--- src/common/timer_map.vh ---
// register offsets, field positions, reset values and counts for the timer
`ifndef TIMER_MAP_VH
`define TIMER_MAP_VH

// register byte offsets on the apb bus
`define OFS_TIMER_CONTROL   8'h00
`define OFS_COUNTER_PRELOAD 8'h04
`define OFS_COUNT           8'h08
`define OFS_STATUS          8'h0C
`define OFS_PORT_C_DATA     8'h10
`define OFS_PORT_C_DIR      8'h14
`define OFS_IRQ_VECTOR      8'h18

// timer control fields
`define TC_ENABLE_BIT       0
`define TC_CLK_LSB          1
`define TC_CLK_MSB          2
`define TC_ZD_BIT           4
`define TC_OUT_LSB          5
`define TC_OUT_MSB          7

// clock control encodings
`define CLK_SYS_PRE         2'h0
`define CLK_SYS_PRE_GATE    2'h1
`define CLK_TIN_PRE         2'h2
`define CLK_TIN_DIRECT      2'h3

// status and port c fields
`define ST_ZD_BIT           0
`define PORT_C_TIMER_BIT    3

// reset values and count constants
`define TIMER_CONTROL_RST   8'h00
`define IRQ_VECTOR_RST      8'h0F
`define PRESCALE_ALL_ONES   5'h1F
`define COUNT_ONE           24'h000001
`define COUNT_ZERO          24'h000000

`endif

--- src/design/pin_sync.v ---
// two-stage synchroniser for pin inputs
`timescale 1ns/1ns
`default_nettype none

module pin_sync #(
    parameter WIDTH = 3
) (
    input  wire             ref_clk,
    input  wire             rst,
    input  wire [WIDTH-1:0] pin_async,
    output reg  [WIDTH-1:0] pin_sync_q
);

    reg [WIDTH-1:0] meta;

    // first stage feeds only the second stage
    always @(posedge ref_clk) begin
        if (rst) begin
            meta       <= {WIDTH{1'b0}};
            pin_sync_q <= {WIDTH{1'b0}};
        end else begin
            meta       <= pin_async;
            pin_sync_q <= meta;
        end
    end

endmodule // pin_sync

`default_nettype wire

--- src/design/timer_application_modes.v ---
// 24-bit down-counting timer with prescaler and apb register slave
//
// Contract
// - interrupt mode: count step one to zero sets zero flag, raises output if request enabled
// - reload mode: next counter clock after zero loads preload, then counts
// - square wave mode: output toggles and zero flag sets at each zero
// - host reads present timer output level through port c data
// - after reset the output pin acts as port c bit 3
// - square wave output is held high while timer is disabled
// - zero-detect control set: counter wraps past zero, keeps counting
// - acknowledge gets no answer unless an interrupt request is active
// - acknowledge on active request with mode bit 6 clear drives vector and transfer acknowledge
// - system clock selection lets timer input gate counting
// - external clock selection counts timer input pulses while running
// - watchdog: once enabled, timer input level picks run or halt
// - watchdog: input going high loads preload and starts counting
// - watchdog: input falling before zero keeps output and flag low
// - watchdog: zero while input high sets flag, output, counter wraps
// - watchdog: input falling clears flag, output, stops, prescaler ones
// - zero flag stays set until host clears it or the timer halts
// - halt keeps count, forces prescaler to all ones, flag to zero
// - prescaled: first wrap after run loads preload, then acts per wrap
// - reset clears all control bits, pins to port c, timer halts
//
// Our own choices: the APB register port and the register addresses.
`timescale 1ns/1ns
`default_nettype none
`include "timer_map.vh"

module timer_application_modes (
    input  wire        ref_clk,
    input  wire        rst,
    input  wire        psel,
    input  wire        penable,
    input  wire        pwrite,
    input  wire [7:0]  paddr,
    input  wire [31:0] pwdata,
    input  wire [3:0]  pstrb,
    output reg  [31:0] prdata,
    output wire        pready,
    output wire        pslverr,
    input  wire        timer_input_pin,
    input  wire        timer_irq_ack_pin,
    input  wire        port_c_bit3_in,
    output wire        timer_output_pin,
    output wire        timer_output_oe,
    output reg  [7:0]  irq_vector_data,
    output reg         transfer_ack
);

    // run/halt states, one-hot
    localparam ST_HALT = 2'b01;
    localparam ST_RUN  = 2'b10;

    reg  [7:0]  timer_control;
    reg  [23:0] counter_preload;
    reg  [23:0] count;
    reg  [4:0]  prescale;
    reg         zero_detect_flag;
    reg         loaded;
    reg         square_level;
    reg         port_c_data3;
    reg         port_c_dir3;
    reg  [7:0]  vector_reg;
    reg  [1:0]  state;
    reg  [1:0]  next_state;
    reg         tin_d;
    reg  [31:0] read_mux;
    wire [2:0]  sync_q;
    wire        tin_s;
    wire        ack_s;
    wire        pc3_s;
    wire [2:0]  out_mode;
    wire [1:0]  clk_ctl;
    wire        enable;
    wire        zd_ctrl;
    wire        timer_mode;
    wire        irq_active;
    wire        timer_irq_ack_pin_used;
    wire        timer_level;
    wire        run_ok;
    wire        in_run;
    wire        tin_rise;
    wire        use_pre;
    wire        src_tick;
    wire        pre_wrap;
    wire        cnt_tick;
    wire        zero_step;
    wire        wr;
    wire        rd_setup;

    // address decode, used only by the error answer
    function addr_mapped;
        input [7:0] a;
        begin
            addr_mapped = (a == `OFS_TIMER_CONTROL)   ||
                          (a == `OFS_COUNTER_PRELOAD) ||
                          (a == `OFS_COUNT)           ||
                          (a == `OFS_STATUS)          ||
                          (a == `OFS_PORT_C_DATA)     ||
                          (a == `OFS_PORT_C_DIR)      ||
                          (a == `OFS_IRQ_VECTOR);
        end
    endfunction

    // output-mode decode: 00x port c, 01x square wave, 1xx interrupt
    function is_irq_mode;
        input [2:0] m;
        begin
            is_irq_mode = m[2];
        end
    endfunction

    function is_square;
        input [2:0] m;
        begin
            is_square = (m[2:1] == 2'b01);
        end
    endfunction

    // timer input, acknowledge and port pin come from outside the clock
    pin_sync #(
        .WIDTH (3)
    ) u_pin_sync (
        .ref_clk    (ref_clk),
        .rst        (rst),
        .pin_async  ({port_c_bit3_in, timer_irq_ack_pin, timer_input_pin}),
        .pin_sync_q (sync_q)
    );

    assign tin_s = sync_q[0];
    assign ack_s = sync_q[1];
    assign pc3_s = sync_q[2];

    // control field decode
    assign out_mode   = timer_control[`TC_OUT_MSB:`TC_OUT_LSB];
    assign clk_ctl    = timer_control[`TC_CLK_MSB:`TC_CLK_LSB];
    assign enable     = timer_control[`TC_ENABLE_BIT];
    assign zd_ctrl    = timer_control[`TC_ZD_BIT];
    assign timer_mode = is_irq_mode(out_mode) | is_square(out_mode);

    // request follows the flag; low bit of mode enables the request
    assign irq_active = is_irq_mode(out_mode) & out_mode[0]
                        & zero_detect_flag;
    // acknowledge pin serves the timer only when mode bit 6 is clear
    assign timer_irq_ack_pin_used = is_irq_mode(out_mode) & ~out_mode[1];
    assign timer_level = is_square(out_mode) ? square_level
                                             : irq_active;

    // pin: port c bit 3 until a timer mode is programmed
    assign timer_output_pin = timer_mode ? timer_level
                                         : port_c_data3;
    assign timer_output_oe  = timer_mode | port_c_dir3;

    // gated clock selection lets the input level decide run or halt
    assign run_ok = enable & ((clk_ctl != `CLK_SYS_PRE_GATE)
                              | tin_s);
    assign in_run = (state == ST_RUN);

    // counter clock sources
    assign tin_rise = tin_s & ~tin_d;
    assign use_pre  = (clk_ctl != `CLK_TIN_DIRECT);
    assign src_tick = clk_ctl[1] ? tin_rise : 1'b1;
    assign pre_wrap = in_run & use_pre & src_tick
                      & (prescale == 5'h00);
    assign cnt_tick = use_pre ? pre_wrap
                              : (in_run & tin_rise);
    assign zero_step = cnt_tick & loaded & (count == `COUNT_ONE);

    // apb strobes; zero wait states
    assign wr       = psel & penable & pwrite;
    assign rd_setup = psel & ~penable & ~pwrite;
    assign pready   = 1'b1;
    assign pslverr  = psel & penable & ~addr_mapped(paddr);

    // run/halt state machine
    always @* begin
        case (state)
            ST_HALT: next_state = run_ok ? ST_RUN : ST_HALT;
            ST_RUN:  next_state = run_ok ? ST_RUN : ST_HALT;
            default: next_state = ST_HALT;
        endcase
    end

    always @(posedge ref_clk) begin
        if (rst) begin
            state <= ST_HALT;
            tin_d <= 1'b0;
        end else begin
            state <= next_state;
            tin_d <= tin_s;
        end
    end

    // control registers; reset returns pins to port c inputs
    always @(posedge ref_clk) begin
        if (rst) begin
            timer_control <= `TIMER_CONTROL_RST;
            port_c_data3  <= 1'b0;
            port_c_dir3   <= 1'b0;
            vector_reg    <= `IRQ_VECTOR_RST;
        end else if (wr && pstrb[0]) begin
            if (paddr == `OFS_TIMER_CONTROL)
                timer_control <= pwdata[7:0];
            if (paddr == `OFS_PORT_C_DATA)
                port_c_data3 <= pwdata[`PORT_C_TIMER_BIT];
            if (paddr == `OFS_PORT_C_DIR)
                port_c_dir3 <= pwdata[`PORT_C_TIMER_BIT];
            if (paddr == `OFS_IRQ_VECTOR)
                vector_reg <= pwdata[7:0];
        end
    end

    // preload bytes, one lane each; reset leaves the preload untouched
    genvar g;
    generate
        for (g = 0; g < 3; g = g + 1) begin : g_preload
            always @(posedge ref_clk) begin
                if (wr && pstrb[g] && paddr == `OFS_COUNTER_PRELOAD)
                    counter_preload[8*g+7:8*g] <= pwdata[8*g+7:8*g];
            end
        end
    endgenerate

    // prescaler: held at all ones outside run
    always @(posedge ref_clk) begin
        if (rst || !in_run)
            prescale <= `PRESCALE_ALL_ONES;
        else if (use_pre && src_tick)
            prescale <= prescale - 5'h01;  // 00 wraps to 1F
    end

    // counter: first tick after run loads, then reload or wrap at zero
    always @(posedge ref_clk) begin
        if (rst || !in_run) begin
            loaded <= 1'b0;    // count itself is kept in halt
        end else if (cnt_tick) begin
            if (!loaded) begin
                count  <= counter_preload;
                loaded <= 1'b1;
            end else if (count == `COUNT_ZERO && !zd_ctrl) begin
                count <= counter_preload;
            end else begin
                count <= count - `COUNT_ONE;
            end
        end
    end

    // zero flag: sticky, set wins over a clear in the same cycle
    always @(posedge ref_clk) begin
        if (rst || !in_run)
            zero_detect_flag <= 1'b0;
        else if (zero_step)
            zero_detect_flag <= 1'b1;
        else if (wr && pstrb[0] && paddr == `OFS_STATUS
                 && pwdata[`ST_ZD_BIT])
            zero_detect_flag <= 1'b0;
    end

    // square wave level: high until enabled, then toggles at zero
    always @(posedge ref_clk) begin
        if (rst || !enable)
            square_level <= 1'b1;
        else if (zero_step && is_square(out_mode))
            square_level <= ~square_level;
    end

    // acknowledge answered only for a live request on a vectored pin
    always @(posedge ref_clk) begin
        if (rst) begin
            transfer_ack    <= 1'b0;
            irq_vector_data <= 8'h00;
        end else if (ack_s && timer_irq_ack_pin_used && irq_active) begin
            transfer_ack    <= 1'b1;
            irq_vector_data <= vector_reg;
        end else begin
            transfer_ack    <= 1'b0;
            irq_vector_data <= 8'h00;
        end
    end

    // read mux; count is not latched, but a run-state read takes all 24 bits at one edge
    always @* begin
        read_mux = 32'h0000_0000;
        case (paddr)
            `OFS_TIMER_CONTROL:   read_mux[7:0]  = timer_control;
            `OFS_COUNTER_PRELOAD: read_mux[23:0] = counter_preload;
            `OFS_COUNT:           read_mux[23:0] = count;
            `OFS_STATUS:
                read_mux[`ST_ZD_BIT] = zero_detect_flag;
            `OFS_PORT_C_DATA:
                read_mux[`PORT_C_TIMER_BIT] =
                    timer_mode  ? timer_level :
                    port_c_dir3 ? port_c_data3 : pc3_s;
            `OFS_PORT_C_DIR:
                read_mux[`PORT_C_TIMER_BIT] = port_c_dir3;
            `OFS_IRQ_VECTOR:      read_mux[7:0]  = vector_reg;
            default:              read_mux = 32'h0000_0000;
        endcase
    end

    // read data captured in setup so it is stable in the access phase
    always @(posedge ref_clk) begin
        if (rst)
            prdata <= 32'h0000_0000;
        else if (rd_setup)
            prdata <= read_mux;
    end

endmodule // timer_application_modes

`default_nettype wire

--- config.mk ---
export PLATFORM = sky130hd
export DESIGN_NAME = timer_application_modes
export DESIGN_NICKNAME = d
export VERILOG_FILES = /design/src/design/pin_sync.v /design/src/design/timer_application_modes.v
export VERILOG_INCLUDE_DIRS = /design/src /design/src/common
export SDC_FILE = /design/constraint.sdc
export NUM_CORES = 1
export LEC_CHECK = 0
export ABC_AREA = 1
export ABC_CLOCK_PERIOD_IN_PS = 3800
export BUFFER_PORTS_ARGS = -buffer_cell sky130_fd_sc_hd__buf_2
export CORE_ASPECT_RATIO = 1.4
export CORE_MARGIN = 1.5
export CORE_UTILIZATION = 50
export CTS_CLUSTER_SIZE = 24
export DETAILED_ROUTE_END_ITERATION = 10
export PLACE_DENSITY_LB_ADDON = 0.3
export SLEW_MARGIN = 15
export SYNTH_ARGS = -nofsm -noshare
export SYNTH_HDL_FRONTEND = slang
export SYNTH_SLANG_ARGS = --single-unit
--- constraint.sdc ---
create_clock -name ref_clk -period 3.8 [get_ports ref_clk]
set_input_delay 0.76 -clock ref_clk [delete_from_list [all_inputs] [get_ports ref_clk]]
set_output_delay 0.76 -clock ref_clk [all_outputs]
set_load 0.05 [all_outputs]
==> results by stage <==
Worst setup path:
- In this run the critical register-to-register path is launched from count[16]$_DFFE_PP_.
- The critical path in this run is classified as primary input to primary output.
- In this run the worst path has a maximum fanout of 20.
- Counting cells, the worst reg-to-reg path comes to 8.
- The critical path required time is 3.04 ns.
- The register-to-register path setup slack is 1.41 ns.
- Data on the critical path arrives at its endpoint at 2.02 ns.
- The critical path starts at paddr[0].
- The reg-to-reg endpoint is count[8]$_DFFE_PP_.
- STA classifies the critical path endpoint as a primary output.
- The worst setup path is launched from a primary input.

STA:
- The post-route minimum period is 2.781 ns.
- The worst relative slew slack is 58.34%.
- Setup total negative slack on the finished layout was measured at 0 ns.
- In the finished design, the share of the clock period the worst path needs comes to 73.18%.
- The transition time of the tightest slew-check pin is 0.6226 ns.
- Setup repair after global routing left no endpoint under its margin.
- The final number of hold-violating endpoints is 0.
- Timing would allow up to 0.3596 GHz.
- The final worst-path setup slack is 1.019 ns.
- Between clock sinks in the finished design, the worst skew comes to 0.007860 ns.
- The total of endpoints with negative setup slack in the final report is 0.
- On the final layout, the worst hold slack is 0.4067 ns.
- The number of slew-limit violations in the final report came to 0.

Power and ir drop:
- The total power per unit cell area is 483.2 nW/µm².
- The maximum vdd drop is 0.4306 mV.
- The leakage dissipation is 3.050 nW.

Cells and area:
- The multi-input combinational cell area is 2268 µm².
- The final design utilization is 61.86%.
- The library cell used most frequently in the layout, excluding fill and tap cells, is sky130_fd_sc_hd__nand2_1.
- The number of nets in the layout is 821.
- Cells with a size suffix above 1 make up 20.49% of the layout.
- The top cell types in the final layout, fill and taps aside, are sky130_fd_sc_hd__nand2_1, sky130_fd_sc_hd__inv_1, sky130_fd_sc_hd__nor2_1, sky130_fd_sc_hd__buf_2, sky130_fd_sc_hd__dfxtp_1.
- The filler cells instantiated in the layout total 993.
- The count of inserted antenna diode cells is 0.
- The sequential cell area in the final layout is 2803 µm².
- In the final layout, the registers with the most flip-flops are count (24), counter_preload (24), prdata (24).
- The area added between synthesis and finish is 20.19%.

Flow run:
- The reported max-cap violation count is 0.

Clocking:
- After clock tree synthesis, the repair step resized 0 gates.
- The clock sink count is 116.
- The CTS tree is yes.
- Buffers inserted to repair hold after CTS numbered 0.
- The cell at the root of the clock tree is sky130_fd_sc_hd__clkbuf_16.
- Buffers added to address setup during post-CTS repair amount to 0.
- CTS built an H-tree with a depth of 4.
- The insertion delay to the later sink of the worst-skew pair is 0.41 ns.
- The number of clock buffers inserted by TritonCTS is 17.
- The maximum number of buffers from clock root to sink is 2.
- After clock tree synthesis, the clock-pin slew on the worst setup and hold paths is 0.05 ns.

Route:
- The first-pass iteration count of the detailed router is 5.
- Wires add up to 13.91 mm.
- In this run, the number of DRC markers left after iteration 0 of detailed routing was 265.
- The count of antenna-violating nets left after detailed routing is 0.
- For this block, the via count after detailed routing is 4848.
- In the routed design, unresolved DRC markers number 0.
- The vias per cell is 5.287.
- The average wire per standard cell is 15.17 µm.

Die:
- In this run the horizontal extent of the chip is 92.62 µm.
- The floorplan die area is 11900 µm².
- The effective utilization at floorplan is 51.47%.
- After floorplanning, the core was divided into 45 placement rows.
- The region available for standard cell placement spans 10920 µm².
- The die boundary height is 128.5 µm.
- 97 I/O pins were placed.

Global route:
- The global-route wire length before repair is 22.51 mm.
- Summed over all layers, the global routing overflow is 0.
- Across every metal layer, demand over resource in global routing totals 24.66%.
- The largest net degree at the start of global routing is 42.
- The via count of the first global-routing pass came to 4827.
- The number of antenna violations at the first check in global routing is 0.

Synth:
- The post-synthesis instance total is 680.
- For this run, the number of Yosys warnings is 0.
- Summing every instance area after synthesis gives 5622 µm².
- The mean post-synth cell area is 8.267 µm².
- The number of synthesized register bits is 116.
- The sequential share of the synthesized area is 49.86%.
- The netlist uses 41 different library cells.

Hold path:
- The min-delay analysis places its worst path in the category flop to flop.
- The startpoint identified for the worst hold timing path is u_pin_sync.meta[0]$_SDFF_PP0_.
- The worst hold path terminates at u_pin_sync.pin_sync_q[0]$_SDFF_PP0_.
- The worst hold path passes through 2 cells.

Placed design:
- Summed over all nets, the half-perimeter wirelength after detailed placement is 9.956 mm.
- In this run the tool buffered the top-level ports with 78 buffer cells.
- The weighted congestion reported at the end of routability-driven placement is 0.8823.
- The post-placement setup slack is 1.046 ns.

Outcome:
- The flow ran to the end, and the final reports show no timing, DRC or antenna violations.
==> metrics by stage <==
stage                     area, µm²  power, W  std cells
after floorplan                5648  0.001437        687
after global placement         6063  0.001474        885
after detailed placement       6063  0.001477        885
after CTS                      6756  0.003278        917
after global routing           6756  0.003348        917
final                          6756  0.003264        917
==> cell usage after synthesis <==
library cell | count | area [µm²]
sky130_fd_sc_hd__nand2_1 | 133 | 499.2
sky130_fd_sc_hd__inv_1 | 97 | 364.1
sky130_fd_sc_hd__nor2_1 | 78 | 292.8
sky130_fd_sc_hd__dfxtp_1 | 68 | 1361
sky130_fd_sc_hd__o21ai_0 | 49 | 245.2
sky130_fd_sc_hd__edfxtp_1 | 48 | 1441
sky130_fd_sc_hd__nand3_1 | 44 | 220.2
sky130_fd_sc_hd__a21oi_1 | 26 | 130.1
sky130_fd_sc_hd__buf_4 | 11 | 82.58
sky130_fd_sc_hd__nor2_2 | 11 | 68.82
sky130_fd_sc_hd__xor2_1 | 11 | 96.34
sky130_fd_sc_hd__o221ai_1 | 10 | 87.58
sky130_fd_sc_hd__nor3_1 | 8 | 40.04
sky130_fd_sc_hd__nand2_2 | 7 | 43.79
sky130_fd_sc_hd__o211ai_1 | 7 | 52.55
sky130_fd_sc_hd__o21ai_2 | 7 | 61.31
sky130_fd_sc_hd__ha_1 | 6 | 75.07
sky130_fd_sc_hd__o21ai_1 | 6 | 30.03
sky130_fd_sc_hd__buf_2 | 5 | 25.02
sky130_fd_sc_hd__buf_6 | 5 | 56.30
sky130_fd_sc_hd__clkbuf_1 | 5 | 18.77
sky130_fd_sc_hd__nand4_1 | 4 | 25.02
sky130_fd_sc_hd__nor2_4 | 4 | 45.04
sky130_fd_sc_hd__xnor2_1 | 4 | 35.03
sky130_fd_sc_hd__inv_2 | 3 | 11.26
sky130_fd_sc_hd__nand3_2 | 3 | 30.03
sky130_fd_sc_hd__conb_1 | 2 | 7.510
sky130_fd_sc_hd__nand2_4 | 2 | 22.52
sky130_fd_sc_hd__nand3b_1 | 2 | 15.01
sky130_fd_sc_hd__nor3_2 | 2 | 20.02
sky130_fd_sc_hd__nor3b_1 | 2 | 15.01
sky130_fd_sc_hd__a21oi_2 | 1 | 8.760
sky130_fd_sc_hd__a31o_1 | 1 | 8.760
sky130_fd_sc_hd__a31oi_1 | 1 | 6.260
sky130_fd_sc_hd__buf_12 | 1 | 20.02
sky130_fd_sc_hd__clkinv_2 | 1 | 5.000
sky130_fd_sc_hd__nand3_4 | 1 | 17.52
sky130_fd_sc_hd__nand4_2 | 1 | 12.51
sky130_fd_sc_hd__o21a_1 | 1 | 7.510
sky130_fd_sc_hd__o31ai_1 | 1 | 7.510
sky130_fd_sc_hd__o32ai_1 | 1 | 8.760
==> final cells by class <==
class                      count  share of cell area, %
clock inverter                 8                  1.870
multi-input combinational    443                  33.57
tap                          141                  2.611
sequential                   116                  41.48
clock buffer                  24                  8.389
timing repair buffer          84                  6.444
inverter                     101                  5.630
==> worst max-delay path by stage <==
stage	end	slack, ns	cells after the start
2_1_floorplan	pslverr	0.84	6
4_1_cts	pslverr	1.02	9
3_3_place_gp	pslverr	1.05	9
3_5_place_dp	pslverr	1.05	9
6_report	pslverr	1.02	9
5_1_grt	pslverr	0.88	9
==> power breakdown <==
group | switching (W) | internal, W
Clock | 0.000570 | 0.00124
Combinational | 0.000105 | 0.0000377
Sequential | 0.00000494 | 0.00130
Total | 0.000679 | 0.00259
==> worst max-delay path, stage by stage <==
cell and delay (ns):
sky130_fd_sc_hd__buf_2 0.09, sky130_fd_sc_hd__inv_1 0.03, sky130_fd_sc_hd__nand2_1 0.14, sky130_fd_sc_hd__nor2_2 0.05, sky130_fd_sc_hd__buf_4 0.22, sky130_fd_sc_hd__nand2_4 0.17, sky130_fd_sc_hd__nand3_1 0.10, sky130_fd_sc_hd__nor3_1 0.16
sky130_fd_sc_hd__buf_2 0.29
==> routing by layer <==
| metal | GRT usage, % | part of all wire, % | vias to the layer above |
|---|---|---|---|
| li1 | - | - | 2358 |
| met1 | 25.38 | 37 | 2303 |
| met2 | 46.84 | 55 | 156 |
| met3 | 5.496 | 4.9 | 31 |
| met4 | 11.41 | 2.8 | 0 |
| met5 | 0 | 0 | - |
==> cells by family (layout without fill, tap and decap cells) <==
family / count (synthesis) / in the layout / share of synthesized area, %
AO/OA/AOI/OAI: 111 / 111 / 11.64
XOR/XNOR: 15 / 15 / 2.337
adder cells (fa/ha/maj): 6 / 6 / 1.335
buffers and inverters: 128 / 217 / 10.37
flip-flops: 116 / 116 / 49.86
other: 2 / 9 / 0.1336
AND/OR/NAND/NOR: 302 / 302 / 24.33
Power figures use the tool's default switching activity.
